**config.mk**
```make
export PLATFORM = sky130hd
export DESIGN_NAME = link_status_code_reporter
export DESIGN_NICKNAME = d
export VERILOG_FILES = /design/src/verilog/link_status_pkg.sv /design/src/verilog/timeout_watch.sv /design/src/verilog/link_status_code_reporter.sv
export VERILOG_INCLUDE_DIRS = /design/src /design/src/verilog
export SDC_FILE = /design/constraint.sdc
export NUM_CORES = 1
export LEC_CHECK = 0
export BUFFER_PORTS_ARGS = -buffer_cell sky130_fd_sc_hd__buf_2
export CAP_MARGIN = 40
export CORE_UTILIZATION = 30
export DETAILED_ROUTE_END_ITERATION = 8
export HOLD_SLACK_MARGIN = 0.1
export PLACE_DENSITY = 0.52
export SLEW_MARGIN = 20
export SYNTH_ARGS = -nofsm -noshare
export SYNTH_HDL_FRONTEND = slang
export SYNTH_HIERARCHICAL = 1
export SYNTH_SLANG_ARGS = --single-unit
```
**constraint.sdc**
```tcl
create_clock -name clk -period 3.3 [get_ports clk]
set_input_delay 0.66 -clock clk [delete_from_list [all_inputs] [get_ports clk]]
set_output_delay 0.66 -clock clk [all_outputs]
set_load 0.02 [all_outputs]
```
**src/verilog/link_status_regs.svh**
```systemverilog
// Purpose: Constants for the link status code reporter
// Assumes: Status codes are 16 bits; requested states use 4-bit codes
// Notes:   Included by the main design file only
//
// What this block does
// - A request for a state change that the current state does not allow reports code 0x0011.
// - A request for a state value that is not known reports code 0x0012.
// - A request to enter the Bootstrap state is refused and reports code 0x0013.
// - A configuration memory that does not match the internal reference reports 0x0014 or 0x0020.
// - An invalid mailbox channel setting reports code 0x0016.
// - Consecutive receive failures above the configured threshold report code 0x001A.
// - Loss of the sync pulse while cyclic data runs reports code 0x001A.
// - Expiry of the process-data watchdog reports code 0x001B.
// - An invalid receive process-data channel setting reports code 0x001D.
// - An invalid transmit process-data channel setting reports code 0x001E.
// - An invalid process-data watchdog setting reports code 0x001F.
// - A node address that differs from the one of the previous run reports code 0x0021.
// - Bringing the link up after an address change without a power cycle reports code 0x0021.
// - These codes cover only communication faults and are the master's notice of the fault.
`ifndef LINK_STATUS_REGS_SVH
`define LINK_STATUS_REGS_SVH

`define CODE_NONE          16'h0000
`define CODE_ILLEGAL_TRANS 16'h0011
`define CODE_UNKNOWN_STATE 16'h0012
`define CODE_BOOT_REQ      16'h0013
`define CODE_VERIFY_WRITE  16'h0014
`define CODE_MBX_CFG       16'h0016
`define CODE_SYNC          16'h001A
`define CODE_PD_WDT        16'h001B
`define CODE_RXPD_CFG      16'h001D
`define CODE_TXPD_CFG      16'h001E
`define CODE_WDT_CFG       16'h001F
`define CODE_VERIFY_BOOT   16'h0020
`define CODE_ADDR_CHANGED  16'h0021

`define ST_INIT            4'h1
`define ST_PREOP           4'h2
`define ST_BOOT            4'h3
`define ST_SAFEOP          4'h4
`define ST_OP              4'h8

`define SYNC_TIMEOUT_CYC   4000

`endif

```
**src/verilog/link_status_pkg.sv**
```systemverilog
// Purpose: Types shared by the link status code reporter
// Assumes: Nothing beyond the constants header
// Notes:   Fault sources are listed from highest to lowest priority
package link_status_pkg;

    typedef logic [15:0] al_code_t;

    typedef enum logic [3:0] {
        F_ILLEGAL,
        F_UNKNOWN,
        F_BOOT,
        F_VERIFY_W,
        F_VERIFY_B,
        F_MBX,
        F_RXPD,
        F_TXPD,
        F_WDTCFG,
        F_ADDR,
        F_RXCNT,
        F_SYNC,
        F_WDT,
        F_COUNT
    } fault_src_t;

endpackage

```
**src/verilog/timeout_watch.sv**
```systemverilog
// Purpose: Counts cycles without a kick and flags expiry once
// Assumes: run, kick and limit come from the same clock domain
// Notes:   A limit of zero never expires
`timescale 1ns/100ps

module timeout_watch #(
    parameter int W = 16
) (
    // Clock and reset
    input  wire logic         clk,
    input  wire logic         rstn,
    // Control
    input  wire logic         run,
    input  wire logic         kick,
    input  wire logic [W-1:0] limit,
    // Result
    output logic              expired_q
);

    logic [W-1:0] cnt_q;
    logic [W-1:0] cnt_d;
    logic         fired_q;
    logic         fired_d;
    logic         expired_d;

    generate
        if (W < 2)
        begin : g_chk
            $error("timeout_watch needs W of at least 2");
        end
    endgenerate

    always_comb
    begin
        cnt_d     = cnt_q;
        fired_d   = fired_q;
        expired_d = 1'b0;
        if (!run || kick)
        begin
            cnt_d   = '0;
            fired_d = 1'b0;
        end
        else if (!fired_q && limit != '0)
        begin
            if (cnt_q >= limit - 1'b1)
            begin
                // One report per silence; a kick re-arms it
                expired_d = 1'b1;
                fired_d   = 1'b1;
            end
            else
            begin
                cnt_d = cnt_q + 1'b1;
            end
        end
    end

    always_ff @(posedge clk or negedge rstn)
    begin
        if (!rstn)
        begin
            cnt_q     <= '0;
            fired_q   <= 1'b0;
            expired_q <= 1'b0;
        end
        else
        begin
            cnt_q     <= cnt_d;
            fired_q   <= fired_d;
            expired_q <= expired_d;
        end
    end
endmodule

```
**src/verilog/link_status_code_reporter.sv**
```systemverilog
// Purpose: Picks the communication status code for the master
// Assumes: All inputs except sync_pin are on clk; check strobes are one-cycle pulses
// Notes:   Simultaneous faults resolve by fixed priority, transition faults first
`timescale 1ns/100ps
`include "link_status_regs.svh"

module link_status_code_reporter #(
    parameter int SYNC_TIMEOUT = `SYNC_TIMEOUT_CYC,
    parameter int CNT_W        = 8
) (
    // Clock and reset
    input  wire logic        clk,
    input  wire logic        rstn,
    // State transition requests
    input  wire logic        trans_req,
    input  wire logic [3:0]  cur_state,
    input  wire logic [3:0]  req_state,
    // Channel configuration checks
    input  wire logic        mbx_chk,
    input  wire logic        mbx_ok,
    input  wire logic        rxpd_chk,
    input  wire logic        rxpd_ok,
    input  wire logic        txpd_chk,
    input  wire logic        txpd_ok,
    input  wire logic        wdt_chk,
    input  wire logic        wdt_ok,
    // Configuration memory compare
    input  wire logic        cfgmem_chk,
    input  wire logic        cfgmem_match,
    input  wire logic        cfgmem_at_boot,
    // Cyclic exchange
    input  wire logic        pd_active,
    input  wire logic        sync_pin,
    input  wire logic        rx_fail,
    input  wire logic        rx_good,
    input  wire logic [CNT_W-1:0] rx_fail_limit,
    input  wire logic        pd_frame,
    input  wire logic [15:0] wdt_limit,
    // Node address
    input  wire logic [15:0] node_addr,
    input  wire logic [15:0] prev_addr,
    input  wire logic        link_up,
    // Acknowledge
    input  wire logic        err_ack,
    // Report
    output link_status_pkg::al_code_t status_code_q,
    output logic             fault_q,
    output logic             code_new_q
);

    localparam logic [15:0] SYNC_LIMIT = 16'(SYNC_TIMEOUT);
    localparam int          NF         = int'(link_status_pkg::F_COUNT);

    generate
        if (SYNC_TIMEOUT < 2 || SYNC_TIMEOUT > 65535 || CNT_W < 2 || CNT_W > 16)
        begin : g_chk
            $error("link_status_code_reporter parameter out of range");
        end
    endgenerate

    // Known state values
    function automatic logic state_known(input logic [3:0] s);
        state_known = (s == `ST_INIT) || (s == `ST_PREOP) || (s == `ST_BOOT) ||
                      (s == `ST_SAFEOP) || (s == `ST_OP);
    endfunction

    // Permitted steps between operating states
    function automatic logic step_allowed(input logic [3:0] from, input logic [3:0] to);
        step_allowed = 1'b0;
        if (from == to)
            step_allowed = 1'b1;
        else if (to == `ST_INIT)
            step_allowed = (from != `ST_BOOT);
        else if (to == `ST_PREOP)
            step_allowed = (from == `ST_INIT) || (from == `ST_SAFEOP) || (from == `ST_OP);
        else if (to == `ST_SAFEOP)
            step_allowed = (from == `ST_PREOP) || (from == `ST_OP);
        else if (to == `ST_OP)
            step_allowed = (from == `ST_SAFEOP);
    endfunction

    // Code for each fault source
    function automatic link_status_pkg::al_code_t code_of(input link_status_pkg::fault_src_t f);
        case (f)
            link_status_pkg::F_ILLEGAL:  code_of = `CODE_ILLEGAL_TRANS;
            link_status_pkg::F_UNKNOWN:  code_of = `CODE_UNKNOWN_STATE;
            link_status_pkg::F_BOOT:     code_of = `CODE_BOOT_REQ;
            link_status_pkg::F_VERIFY_W: code_of = `CODE_VERIFY_WRITE;
            link_status_pkg::F_VERIFY_B: code_of = `CODE_VERIFY_BOOT;
            link_status_pkg::F_MBX:      code_of = `CODE_MBX_CFG;
            link_status_pkg::F_RXPD:     code_of = `CODE_RXPD_CFG;
            link_status_pkg::F_TXPD:     code_of = `CODE_TXPD_CFG;
            link_status_pkg::F_WDTCFG:   code_of = `CODE_WDT_CFG;
            link_status_pkg::F_ADDR:     code_of = `CODE_ADDR_CHANGED;
            link_status_pkg::F_RXCNT:    code_of = `CODE_SYNC;
            link_status_pkg::F_SYNC:     code_of = `CODE_SYNC;
            link_status_pkg::F_WDT:      code_of = `CODE_PD_WDT;
            default:                     code_of = `CODE_NONE;
        endcase
    endfunction

    // Sync pin crossing; sync_m2_q and its delayed copy sync_m3_q feed the edge detect
    logic sync_m1_q;
    logic sync_m2_q;
    logic sync_m3_q;
    logic sync_edge;

    always_ff @(posedge clk or negedge rstn)
    begin
        if (!rstn)
        begin
            sync_m1_q <= 1'b0;
            sync_m2_q <= 1'b0;
            sync_m3_q <= 1'b0;
        end
        else
        begin
            sync_m1_q <= sync_pin;
            sync_m2_q <= sync_m1_q;
            sync_m3_q <= sync_m2_q;
        end
    end

    assign sync_edge = sync_m2_q && !sync_m3_q;

    logic sync_lost;

    timeout_watch #(
        .W (16)
    ) u_sync_watch (
        .clk       (clk),
        .rstn      (rstn),
        .run       (pd_active),
        .kick      (sync_edge),
        .limit     (SYNC_LIMIT),
        .expired_q (sync_lost)
    );

    logic wdt_expired;

    timeout_watch #(
        .W (16)
    ) u_pd_watchdog (
        .clk       (clk),
        .rstn      (rstn),
        .run       (pd_active),
        .kick      (pd_frame),
        .limit     (wdt_limit),
        .expired_q (wdt_expired)
    );

    // Receive failure count and power-up address capture
    logic [CNT_W-1:0] rxf_cnt_q;
    logic [CNT_W-1:0] rxf_cnt_d;
    logic             rxf_over;
    logic [15:0]      boot_addr_q;
    logic [15:0]      boot_addr_d;
    logic             cap_done_q;
    logic             cap_done_d;

    always_comb
    begin
        rxf_cnt_d   = rxf_cnt_q;
        rxf_over    = 1'b0;
        boot_addr_d = boot_addr_q;
        cap_done_d  = 1'b1;
        if (rx_good || !pd_active)
            rxf_cnt_d = '0;
        else if (rx_fail)
        begin
            if (rxf_cnt_q >= rx_fail_limit)
            begin
                rxf_over  = 1'b1;
                rxf_cnt_d = '0;
            end
            else
                rxf_cnt_d = rxf_cnt_q + 1'b1;
        end
        // Address is a strap caught after reset, not under it
        if (!cap_done_q)
            boot_addr_d = node_addr;
    end

    always_ff @(posedge clk or negedge rstn)
    begin
        if (!rstn)
        begin
            rxf_cnt_q   <= '0;
            boot_addr_q <= 16'h0000;
            cap_done_q  <= 1'b0;
        end
        else
        begin
            rxf_cnt_q   <= rxf_cnt_d;
            boot_addr_q <= boot_addr_d;
            cap_done_q  <= cap_done_d;
        end
    end

    // Fault detection
    logic [NF-1:0]  fault_vec;
    logic           known;

    always_comb
    begin
        fault_vec = '0;
        known     = state_known(req_state);
        fault_vec[link_status_pkg::F_UNKNOWN]  = trans_req && !known;
        fault_vec[link_status_pkg::F_BOOT]     = trans_req && (req_state == `ST_BOOT);
        fault_vec[link_status_pkg::F_ILLEGAL]  = trans_req && known && (req_state != `ST_BOOT) &&
                                                 !step_allowed(cur_state, req_state);
        fault_vec[link_status_pkg::F_VERIFY_W] = cfgmem_chk && !cfgmem_match && !cfgmem_at_boot;
        fault_vec[link_status_pkg::F_VERIFY_B] = cfgmem_chk && !cfgmem_match && cfgmem_at_boot;
        fault_vec[link_status_pkg::F_MBX]      = mbx_chk && !mbx_ok;
        fault_vec[link_status_pkg::F_RXPD]     = rxpd_chk && !rxpd_ok;
        fault_vec[link_status_pkg::F_TXPD]     = txpd_chk && !txpd_ok;
        fault_vec[link_status_pkg::F_WDTCFG]   = wdt_chk && !wdt_ok;
        fault_vec[link_status_pkg::F_ADDR]     = link_up && cap_done_q &&
                                                 ((node_addr != prev_addr) || (node_addr != boot_addr_q));
        fault_vec[link_status_pkg::F_RXCNT]    = rxf_over;
        fault_vec[link_status_pkg::F_SYNC]     = sync_lost;
        fault_vec[link_status_pkg::F_WDT]      = wdt_expired;
    end

    // Report register
    link_status_pkg::al_code_t code_d;
    link_status_pkg::al_code_t sel_code;
    logic                      fault_d;
    logic                      new_d;

    always_comb
    begin
        sel_code = `CODE_NONE;
        for (int i = NF - 1; i >= 0; i--)
        begin
            if (fault_vec[i])
                sel_code = code_of(link_status_pkg::fault_src_t'(i));
        end
        code_d  = status_code_q;
        fault_d = fault_q;
        new_d   = 1'b0;
        // new fault beats an acknowledge in the same cycle
        if (|fault_vec)
        begin
            code_d  = sel_code;
            fault_d = 1'b1;
            new_d   = 1'b1;
        end
        else if (err_ack)
        begin
            code_d  = `CODE_NONE;
            fault_d = 1'b0;
        end
    end

    always_ff @(posedge clk or negedge rstn)
    begin
        if (!rstn)
        begin
            status_code_q <= `CODE_NONE;
            fault_q       <= 1'b0;
            code_new_q    <= 1'b0;
        end
        else
        begin
            status_code_q <= code_d;
            fault_q       <= fault_d;
            code_new_q    <= new_d;
        end
    end
endmodule

```
## After elaboration in Yosys (flattened, before gate mapping)

Index checks and enable logic that the tools add are counted.

| storage, ports and cells | value |
|---|---|
| flip-flop bits (word level) | 82 |
| input bits | 85 |
| output and inout bits | 18 |
| word-level logic and storage cells | 132 |

| operators by class | value |
|---|---|
| add/sub/neg operators | 4 |
| $lt $le $gt $ge | 3 |
| equality and inequality tests | 17 |
| muxes and demuxes | 46 |
| reduce and logical (&&, ||, !) cells | 47 |

Operators with widths:

| kind | count |
|---|---|
| 16-bit 2-to-1 mux | 20 |
| 16-bit by 1-bit adder with 16-bit output, second input constant | 2 |
| 16-bit != test | 2 |
| 8-bit 2-to-1 mux | 3 |
| 1-bit 2-to-1 mux | 22 |
| 16-bit by 12-bit >= comparator with 1-bit output, second input constant | 1 |
| 16-bit >= comparator | 1 |
| 1-bit logical AND | 16 |
| 16-bit nonzero test | 1 |
| 16-bit by 1-bit subtractor with 16-bit output, second input constant | 1 |
| 13-bit OR reduction | 1 |
| 4-bit by 2-bit == test with 1-bit output, second input constant | 3 |
| 1-bit logical NOT | 11 |
| 1-bit logical OR | 11 |
| 8-bit by 1-bit adder with 8-bit output, second input constant | 1 |
| 4-bit by 1-bit == test with 1-bit output, second input constant | 2 |
| 4-bit by 3-bit == test with 1-bit output, second input constant | 2 |
| 4-bit == test, second input constant | 2 |
| 8-bit >= comparator | 1 |
| 4-bit by 2-bit != test with 1-bit output, second input constant | 2 |
| 2-bit nonzero test | 4 |
| 2-bit AND reduction | 3 |
| 5-bit 2-to-1 mux | 1 |
| 4-bit == test | 1 |
| 2 further kinds | 3 |

## Depth between registers and ports, before layout

| depth | value |
|---|---|
| word-level depth | 16 |
| mapped depth | 15 |
| depth with buffers taken out | 13 |

## Hierarchy

Netlist, hierarchy kept.

By module, submodules not included:

| module | times used | cells each | area each (µm²) | sequential area each (µm²) |
|---|---|---|---|---|
| link_status_code_reporter | 1 | 258 | 2,492.4 | 900.9 |
| timeout_watch (u_pd_watchdog) | 1 | 183 | 1,605.3 | 450.4 |
| timeout_watch (u_sync_watch) | 1 | 175 | 1,571.5 | 450.4 |

## Worst setup path after synthesis

Ideal clock, no wire load.

| timing path | value |
|---|---|
| path type | in2reg |
| start point | input wdt_limit[2] |
| end point | register u_pd_watchdog.cnt_q[11] |
| setup time | 0.078 ns |
| data arrival time | 3.741 ns |
| data required time | 3.222 ns |
| setup slack | -0.519 ns |
| stages | 14 |
| path buffers | 1 |
| path through | nor3_1 -> nand3_1 -> or4_1 -> nand2b_1 -> nor3_1 -> xnor2_1 -> ha_1 -> nand4_1 -> or2_1 -> a311oi_1 -> or4_4 -> buf_6 -> or4_1 -> a21oi_1 |

| between the ends | value |
|---|---|
| cells in the longest elaborated chain, start to end | 4 |
| elaborated cells between the ends (all ways) | 7 |
| classes of those cells | add/sub: 1; order compare: 1; eq/ne: 1; reduce/logical: 4 |

RTL lines:

| what | line | text |
|---|---|---|
| from (decl) | link_status_code_reporter.sv:38 | `input wire logic [15:0] wdt_limit,` |
| 16-bit by 1-bit subtractor with 16-bit output / 16-bit nonzero test (equally long branches) | timeout_watch.sv:45, timeout_watch.sv:43 |  |
| 16-bit >= comparator / 1-bit logical AND (equally long branches) | timeout_watch.sv:45, timeout_watch.sv:43 |  |
| 2-bit by 1-bit != test with 1-bit output (no source line) / 2-bit nonzero test (equally long branches) | -- |  |
| 2-bit AND reduction (no source line) * | -- |  |
| to (signal assigned) | timeout_watch.sv:68 | `cnt_q <= cnt_d;` |
| to (decl) | timeout_watch.sv:20 | `logic [W-1:0] cnt_q;` |

Mark *: on every way between the ends. The rest lies on a longest branch, timed or not.
A chain may end at the register's enable or synchronous reset.

## Worst setup path after layout

| timing path | value |
|---|---|
| start point | input wdt_limit[4] |
| end point | register u_pd_watchdog.cnt_q[15] |

Same word-level chain as after synthesis.

==> impl_results.html <==
<table>
<tr><th>Metric</th><th>Value</th></tr>
<tr><th colspan="2">Routing</th></tr>
<tr><td>Overall routed net length</td><td>~14 mm</td></tr>
<tr><td>Count of routing violations after the opening detailed-route iteration</td><td>230</td></tr>
<tr><td>Number of vias per cell after detailed routing</td><td>4.912</td></tr>
<tr><td>First-pass iteration count of the detailed router</td><td>4</td></tr>
<tr><td>Total via count after detailed routing</td><td>slightly above 5000</td></tr>
<tr><td>Routed len/inst</td><td>around 13 um</td></tr>
<tr><td>Detail Route Antenna Nets</td><td>0</td></tr>
<tr><td>DRC errors left</td><td>0</td></tr>
<tr><th colspan="2">GRT</th></tr>
<tr><td>Wire length of the first global-routing pass</td><td>approximately 23 mm</td></tr>
<tr><td>Global router's overall resource usage</td><td>between 10% and 20%</td></tr>
<tr><td>Via count of the first global-routing pass</td><td>between 4000 and 5000</td></tr>
<tr><td>Initial antenna violation count</td><td>0</td></tr>
<tr><td>Maximum number of pins on one net before global-route repair</td><td>between 40 and 50</td></tr>
<tr><td>GR Overflow Total</td><td>0</td></tr>
<tr><th colspan="2">STA</th></tr>
<tr><td>Worst Hold Margin</td><td>approximately 0.27 ns</td></tr>
<tr><td>Hold violation count in the final report</td><td>0</td></tr>
<tr><td>Final setup violation count</td><td>16</td></tr>
<tr><td>Final period demand of the worst path</td><td>roughly 3.6 ns</td></tr>
<tr><td>Post-route clock period utilization</td><td>108.5%</td></tr>
<tr><td>Setup slack of the critical path after layout</td><td>-0.2811 ns</td></tr>
<tr><td>Worst-case clock skew</td><td>slightly above 0.009 ns</td></tr>
<tr><td>RSZ-0062 raised after global routing</td><td>yes</td></tr>
<tr><td>Setup TNS</td><td>-3.056 ns</td></tr>
<tr><td>Slew margin rel.</td><td>between 40% and 50%</td></tr>
<tr><td>Slew of the pin with the lowest slew margin</td><td>a little over 0.8 ns</td></tr>
<tr><td>Fmax</td><td>about 0.28 GHz</td></tr>
<tr><td>Max Slew Vio Count</td><td>0</td></tr>
<tr><th colspan="2">Outcome</th></tr>
<tr><td>Violated checks</td><td>setup timing</td></tr>
<tr><td>Outcome</td><td>complete, but fails checks</td></tr>
<tr><th colspan="2">Clock network</th></tr>
<tr><td>Clock slew at reported path FFs</td><td>around 0.06 ns</td></tr>
<tr><td>H-tree depth reported by CTS</td><td>3</td></tr>
<tr><td>Number of buffers inserted during clock tree synthesis</td><td>9</td></tr>
<tr><td>Number of hold buffers added after cts</td><td>0</td></tr>
<tr><td>Root Driver</td><td>sky130_fd_sc_hd__clkbuf_16</td></tr>
<tr><td>Clock Sink Count</td><td>between 70 and 80</td></tr>
<tr><td>Clock latency on the worst-skew pair</td><td>between 0.3 and 0.4 ns</td></tr>
<tr><td>TritonCTS clock tree</td><td>built</td></tr>
<tr><td>Clock Tree Buf Depth</td><td>2</td></tr>
<tr><th colspan="2">Synth</th></tr>
<tr><td>Number of standard cells after synthesis</td><td>between 600 and 700</td></tr>
<tr><td>Post-synth EDFFs</td><td>0</td></tr>
<tr><td>Average cell area after synthesis</td><td>~9.2 um2</td></tr>
<tr><td>Top_reg_cell synth</td><td>sky130_fd_sc_hd__dfrtp_1</td></tr>
<tr><td>Cell area after synthesis</td><td>approximately 5700 um2</td></tr>
<tr><td>Yosys warns</td><td>6</td></tr>
<tr><td>Sequential fraction of the synthesis area</td><td>31.78%</td></tr>
<tr><td>Cell variety after synth</td><td>74</td></tr>
<tr><td>Async set or reset register ratio after synthesis</td><td>100.0%</td></tr>
<tr><td>Register bit total from synthesis</td><td>72</td></tr>
<tr><th colspan="2">Floorplan</th></tr>
<tr><td>Die width</td><td>approximately 140 um</td></tr>
<tr><td>Floorplan die area</td><td>19450 um2</td></tr>
<tr><td>Top Ports</td><td>103</td></tr>
<tr><td>Row Count</td><td>a little under 50</td></tr>
<tr><td>Effective utilization at floorplan</td><td>~31%</td></tr>
<tr><td>Die height</td><td>roughly 140 um</td></tr>
<tr><td>Core Area</td><td>approximately 18000 um2</td></tr>
<tr><th colspan="2">Worst setup path</th></tr>
<tr><td>Worst r2r dst</td><td>u_pd_watchdog/cnt_q[15]$_DFFE_PN0P_</td></tr>
<tr><td>Worst-case reg-to-reg path depth</td><td>8</td></tr>
<tr><td>CP required</td><td>roughly 3.6 ns</td></tr>
<tr><td>Arrival time worst endpoint</td><td>around 3.8 ns</td></tr>
<tr><td>Worst setup SP type</td><td>input pin</td></tr>
<tr><td>Crit Reg-Reg Startpoint</td><td>u_pd_watchdog/cnt_q[0]$_DFFE_PN0P_</td></tr>
<tr><td>Critical Path End Type</td><td>flip-flop</td></tr>
<tr><td>Critical setup path kind</td><td>input pin to flip-flop</td></tr>
<tr><td>FF-to-FF setup slack</td><td>approximately 0.47 ns</td></tr>
<tr><td>Largest fanout on the critical path</td><td>7</td></tr>
<tr><th colspan="2">Place</th></tr>
<tr><td>Placed Instance Area</td><td>approximately 6800 um2</td></tr>
<tr><td>IO Port Bufs</td><td>92</td></tr>
<tr><td>Post-placement cell count</td><td>~1000</td></tr>
<tr><td>Pre-CTS worst setup slack</td><td>-0.6898 ns</td></tr>
<tr><td>Post-detail-place hpwl</td><td>about 10 mm</td></tr>
<tr><td>Gp weighted congestion</td><td>0.8057</td></tr>
<tr><th colspan="2">Finish</th></tr>
<tr><td>Commonest non-fill, non-tap cells in the layout</td><td>sky130_fd_sc_hd__buf_2 (89), sky130_fd_sc_hd__dfrtp_1 (72), sky130_fd_sc_hd__conb_1 (65)</td></tr>
<tr><td>Fraction of final layout cells with drive strength greater than 1</td><td>~28%</td></tr>
<tr><td>Count of inserted antenna diode cells</td><td>0</td></tr>
<tr><td>Non-Filler Cell Area, Final</td><td>approximately 7400 um2</td></tr>
<tr><td># fillers</td><td>about 1900</td></tr>
<tr><td>Most common cell after layout, fill and taps aside</td><td>sky130_fd_sc_hd__buf_2</td></tr>
<tr><td>Core Util, Final</td><td>between 40% and 50%</td></tr>
<tr><td>Layout area overhead</td><td>29.91%</td></tr>
<tr><td>Number of nets at the end of the flow</td><td>924</td></tr>
<tr><td>Number of non-filler instances in the completed layout</td><td>approximately 1000</td></tr>
<tr><th colspan="2">Power and ir drop</th></tr>
<tr><td>Switch Pwr</td><td>0.6123 mW</td></tr>
<tr><td>Portion of total power attributed to combinational logic</td><td>between 10% and 20%</td></tr>
<tr><td>Share of power burned in the clock network</td><td>between 40% and 50%</td></tr>
<tr><td>Internal power component</td><td>between 1.5 and 2 mW</td></tr>
<tr><td>Power per cell area</td><td>roughly 330 nW/um2</td></tr>
<tr><td>Maximum ir drop on the vdd rail</td><td>0.0002154 V</td></tr>
<tr><td>Static leakage</td><td>about 3.3 nW</td></tr>
<tr><td>Post-layout power</td><td>2.434 mW</td></tr>
<tr><td>Switching share of power</td><td>25.16%</td></tr>
<tr><td>Sequential share of power</td><td>between 30% and 40%</td></tr>
<tr><th colspan="2">Hold path</th></tr>
<tr><td>Hold/Removal Path Class</td><td>input pin to async pin</td></tr>
<tr><th colspan="2">Job</th></tr>
<tr><td>Number of max-cap violations</td><td>0</td></tr>
</table>
registers in the layout, indices dropped and copies added (netlist names):
register,cells
u_pd_watchdog/cnt_q,16
rxf_cnt_q,8
fault_q,1
code_new_q,1
sync_m1_q,1
boot_addr_q,16
u_sync_watch/expired_q,1
cap_done_q,1
u_pd_watchdog/fired_q,1
u_sync_watch/fired_q,1
sync_m2_q,1
status_code_q,6
sync_m3_q,1
u_pd_watchdog/expired_q,1
u_sync_watch/cnt_q,16
Yosys cell counts (18+ instances only):
cell type	n	area, um2
sky130_fd_sc_hd__nand2_1	30	112.6
sky130_fd_sc_hd__inv_1	26	97.59
sky130_fd_sc_hd__a21oi_1	40	200.2
sky130_fd_sc_hd__o31ai_1	22	165.2
sky130_fd_sc_hd__nor2_1	27	101.4
sky130_fd_sc_hd__nor3_1	30	150.1
sky130_fd_sc_hd__dfrtp_1	72	1802
sky130_fd_sc_hd__nand3_1	29	145.1
sky130_fd_sc_hd__or4_1	23	172.7
sky130_fd_sc_hd__and3_1	18	112.6
sky130_fd_sc_hd__xor2_1	21	183.9
sky130_fd_sc_hd__ha_1	45	563.0
sky130_fd_sc_hd__xnor2_1	27	236.5
worst max path at each step:
stage | startpoint | endpoint | slack, ns | cells past startpoint
6_report | wdt_limit[4] | u_pd_watchdog/cnt_q[15]$_DFFE_PN0P_ | -0.28 | 14
5_1_grt | wdt_limit[4] | u_pd_watchdog/cnt_q[15]$_DFFE_PN0P_ | -0.40 | 14
4_1_cts | wdt_limit[4] | u_pd_watchdog/cnt_q[13]$_DFFE_PN0P_ | -0.17 | 14
3_5_place_dp | wdt_limit[2] | u_pd_watchdog/cnt_q[11]$_DFFE_PN0P_ | -0.69 | 14
3_3_place_gp | wdt_limit[2] | u_pd_watchdog/cnt_q[6]$_DFFE_PN0P_ | -0.61 | 14
2_1_floorplan | wdt_limit[2] | u_pd_watchdog/cnt_q[11]$_DFFE_PN0P_ | -0.35 | 14
power groups by stage:
stage / registers [mW] / logic [mW] / clock network (mW)
after floorplan: 0.966 / 0.232 / 0
after global placement: 0.962 / 0.378 / 0
after detailed placement: 0.964 / 0.382 / 0
after CTS: 0.948 / 0.387 / 1.12
after global routing: 0.954 / 0.439 / 1.16
final: 0.948 / 0.389 / 1.10
cell families (layout without fill, tap and decap cells):
logic type                 after synthesis  after routing  share of synthesized area (%)
and+or+nand+nor                        245            247                          25.69
xor gates and xnor gates                48             48                          7.416
other                                    2             65                         0.1325
AOI/OAI and AO/OA                      132            132                          16.66
DFF                                     72             72                          31.78
adders and majority gates               45             45                          9.932
muxes                                   18             18                          3.553
buffers and inverters                   54            172                          4.833
cell type report:
| cell class | instances | area, um2 | share of cell area (%) |
|---|---|---|---|
| multi-input combinational | 555 | 4040 | 54.86 |
| sequential | 72 | 1802 | 24.46 |
| timing repair buffer | 130 | 797.0 | 10.82 |
| tap | 229 | 286.5 | 3.891 |
| clock buffer | 12 | 266.5 | 3.619 |
| inverter | 26 | 97.59 | 1.325 |
| clock inverter | 4 | 75.07 | 1.019 |
per-layer routing:
layer,global-route usage [%],wire (um),vias up
li1,-,-,2621
met1,21.09,6926,2327
met2,22.19,6098,93
met3,1.204,432,9
met4,3.684,131,0
met5,0,0,-
worst max-delay path, stage by stage:
cell,delay (ns)
sky130_fd_sc_hd__buf_8,0.10
sky130_fd_sc_hd__nor3_4,0.20
sky130_fd_sc_hd__nand3_2,0.10
sky130_fd_sc_hd__or4_4,0.44
sky130_fd_sc_hd__nand2b_4,0.17
sky130_fd_sc_hd__nor3_4,0.15
sky130_fd_sc_hd__xnor2_2,0.10
sky130_fd_sc_hd__ha_1,0.31
sky130_fd_sc_hd__nand4_1,0.11
sky130_fd_sc_hd__or2_4,0.15
sky130_fd_sc_hd__a311oi_4,0.05
sky130_fd_sc_hd__or4_4,0.57
sky130_fd_sc_hd__or4_4,0.56
sky130_fd_sc_hd__a21oi_2,0.14
timing repair:
item,CTS,global route
gates resized for setup,13,20
pin swaps,25,2
gates cloned,2,0
buffers inserted,6,2
setup endpoints to repair,16,18
Power figures use the tool's default switching activity.
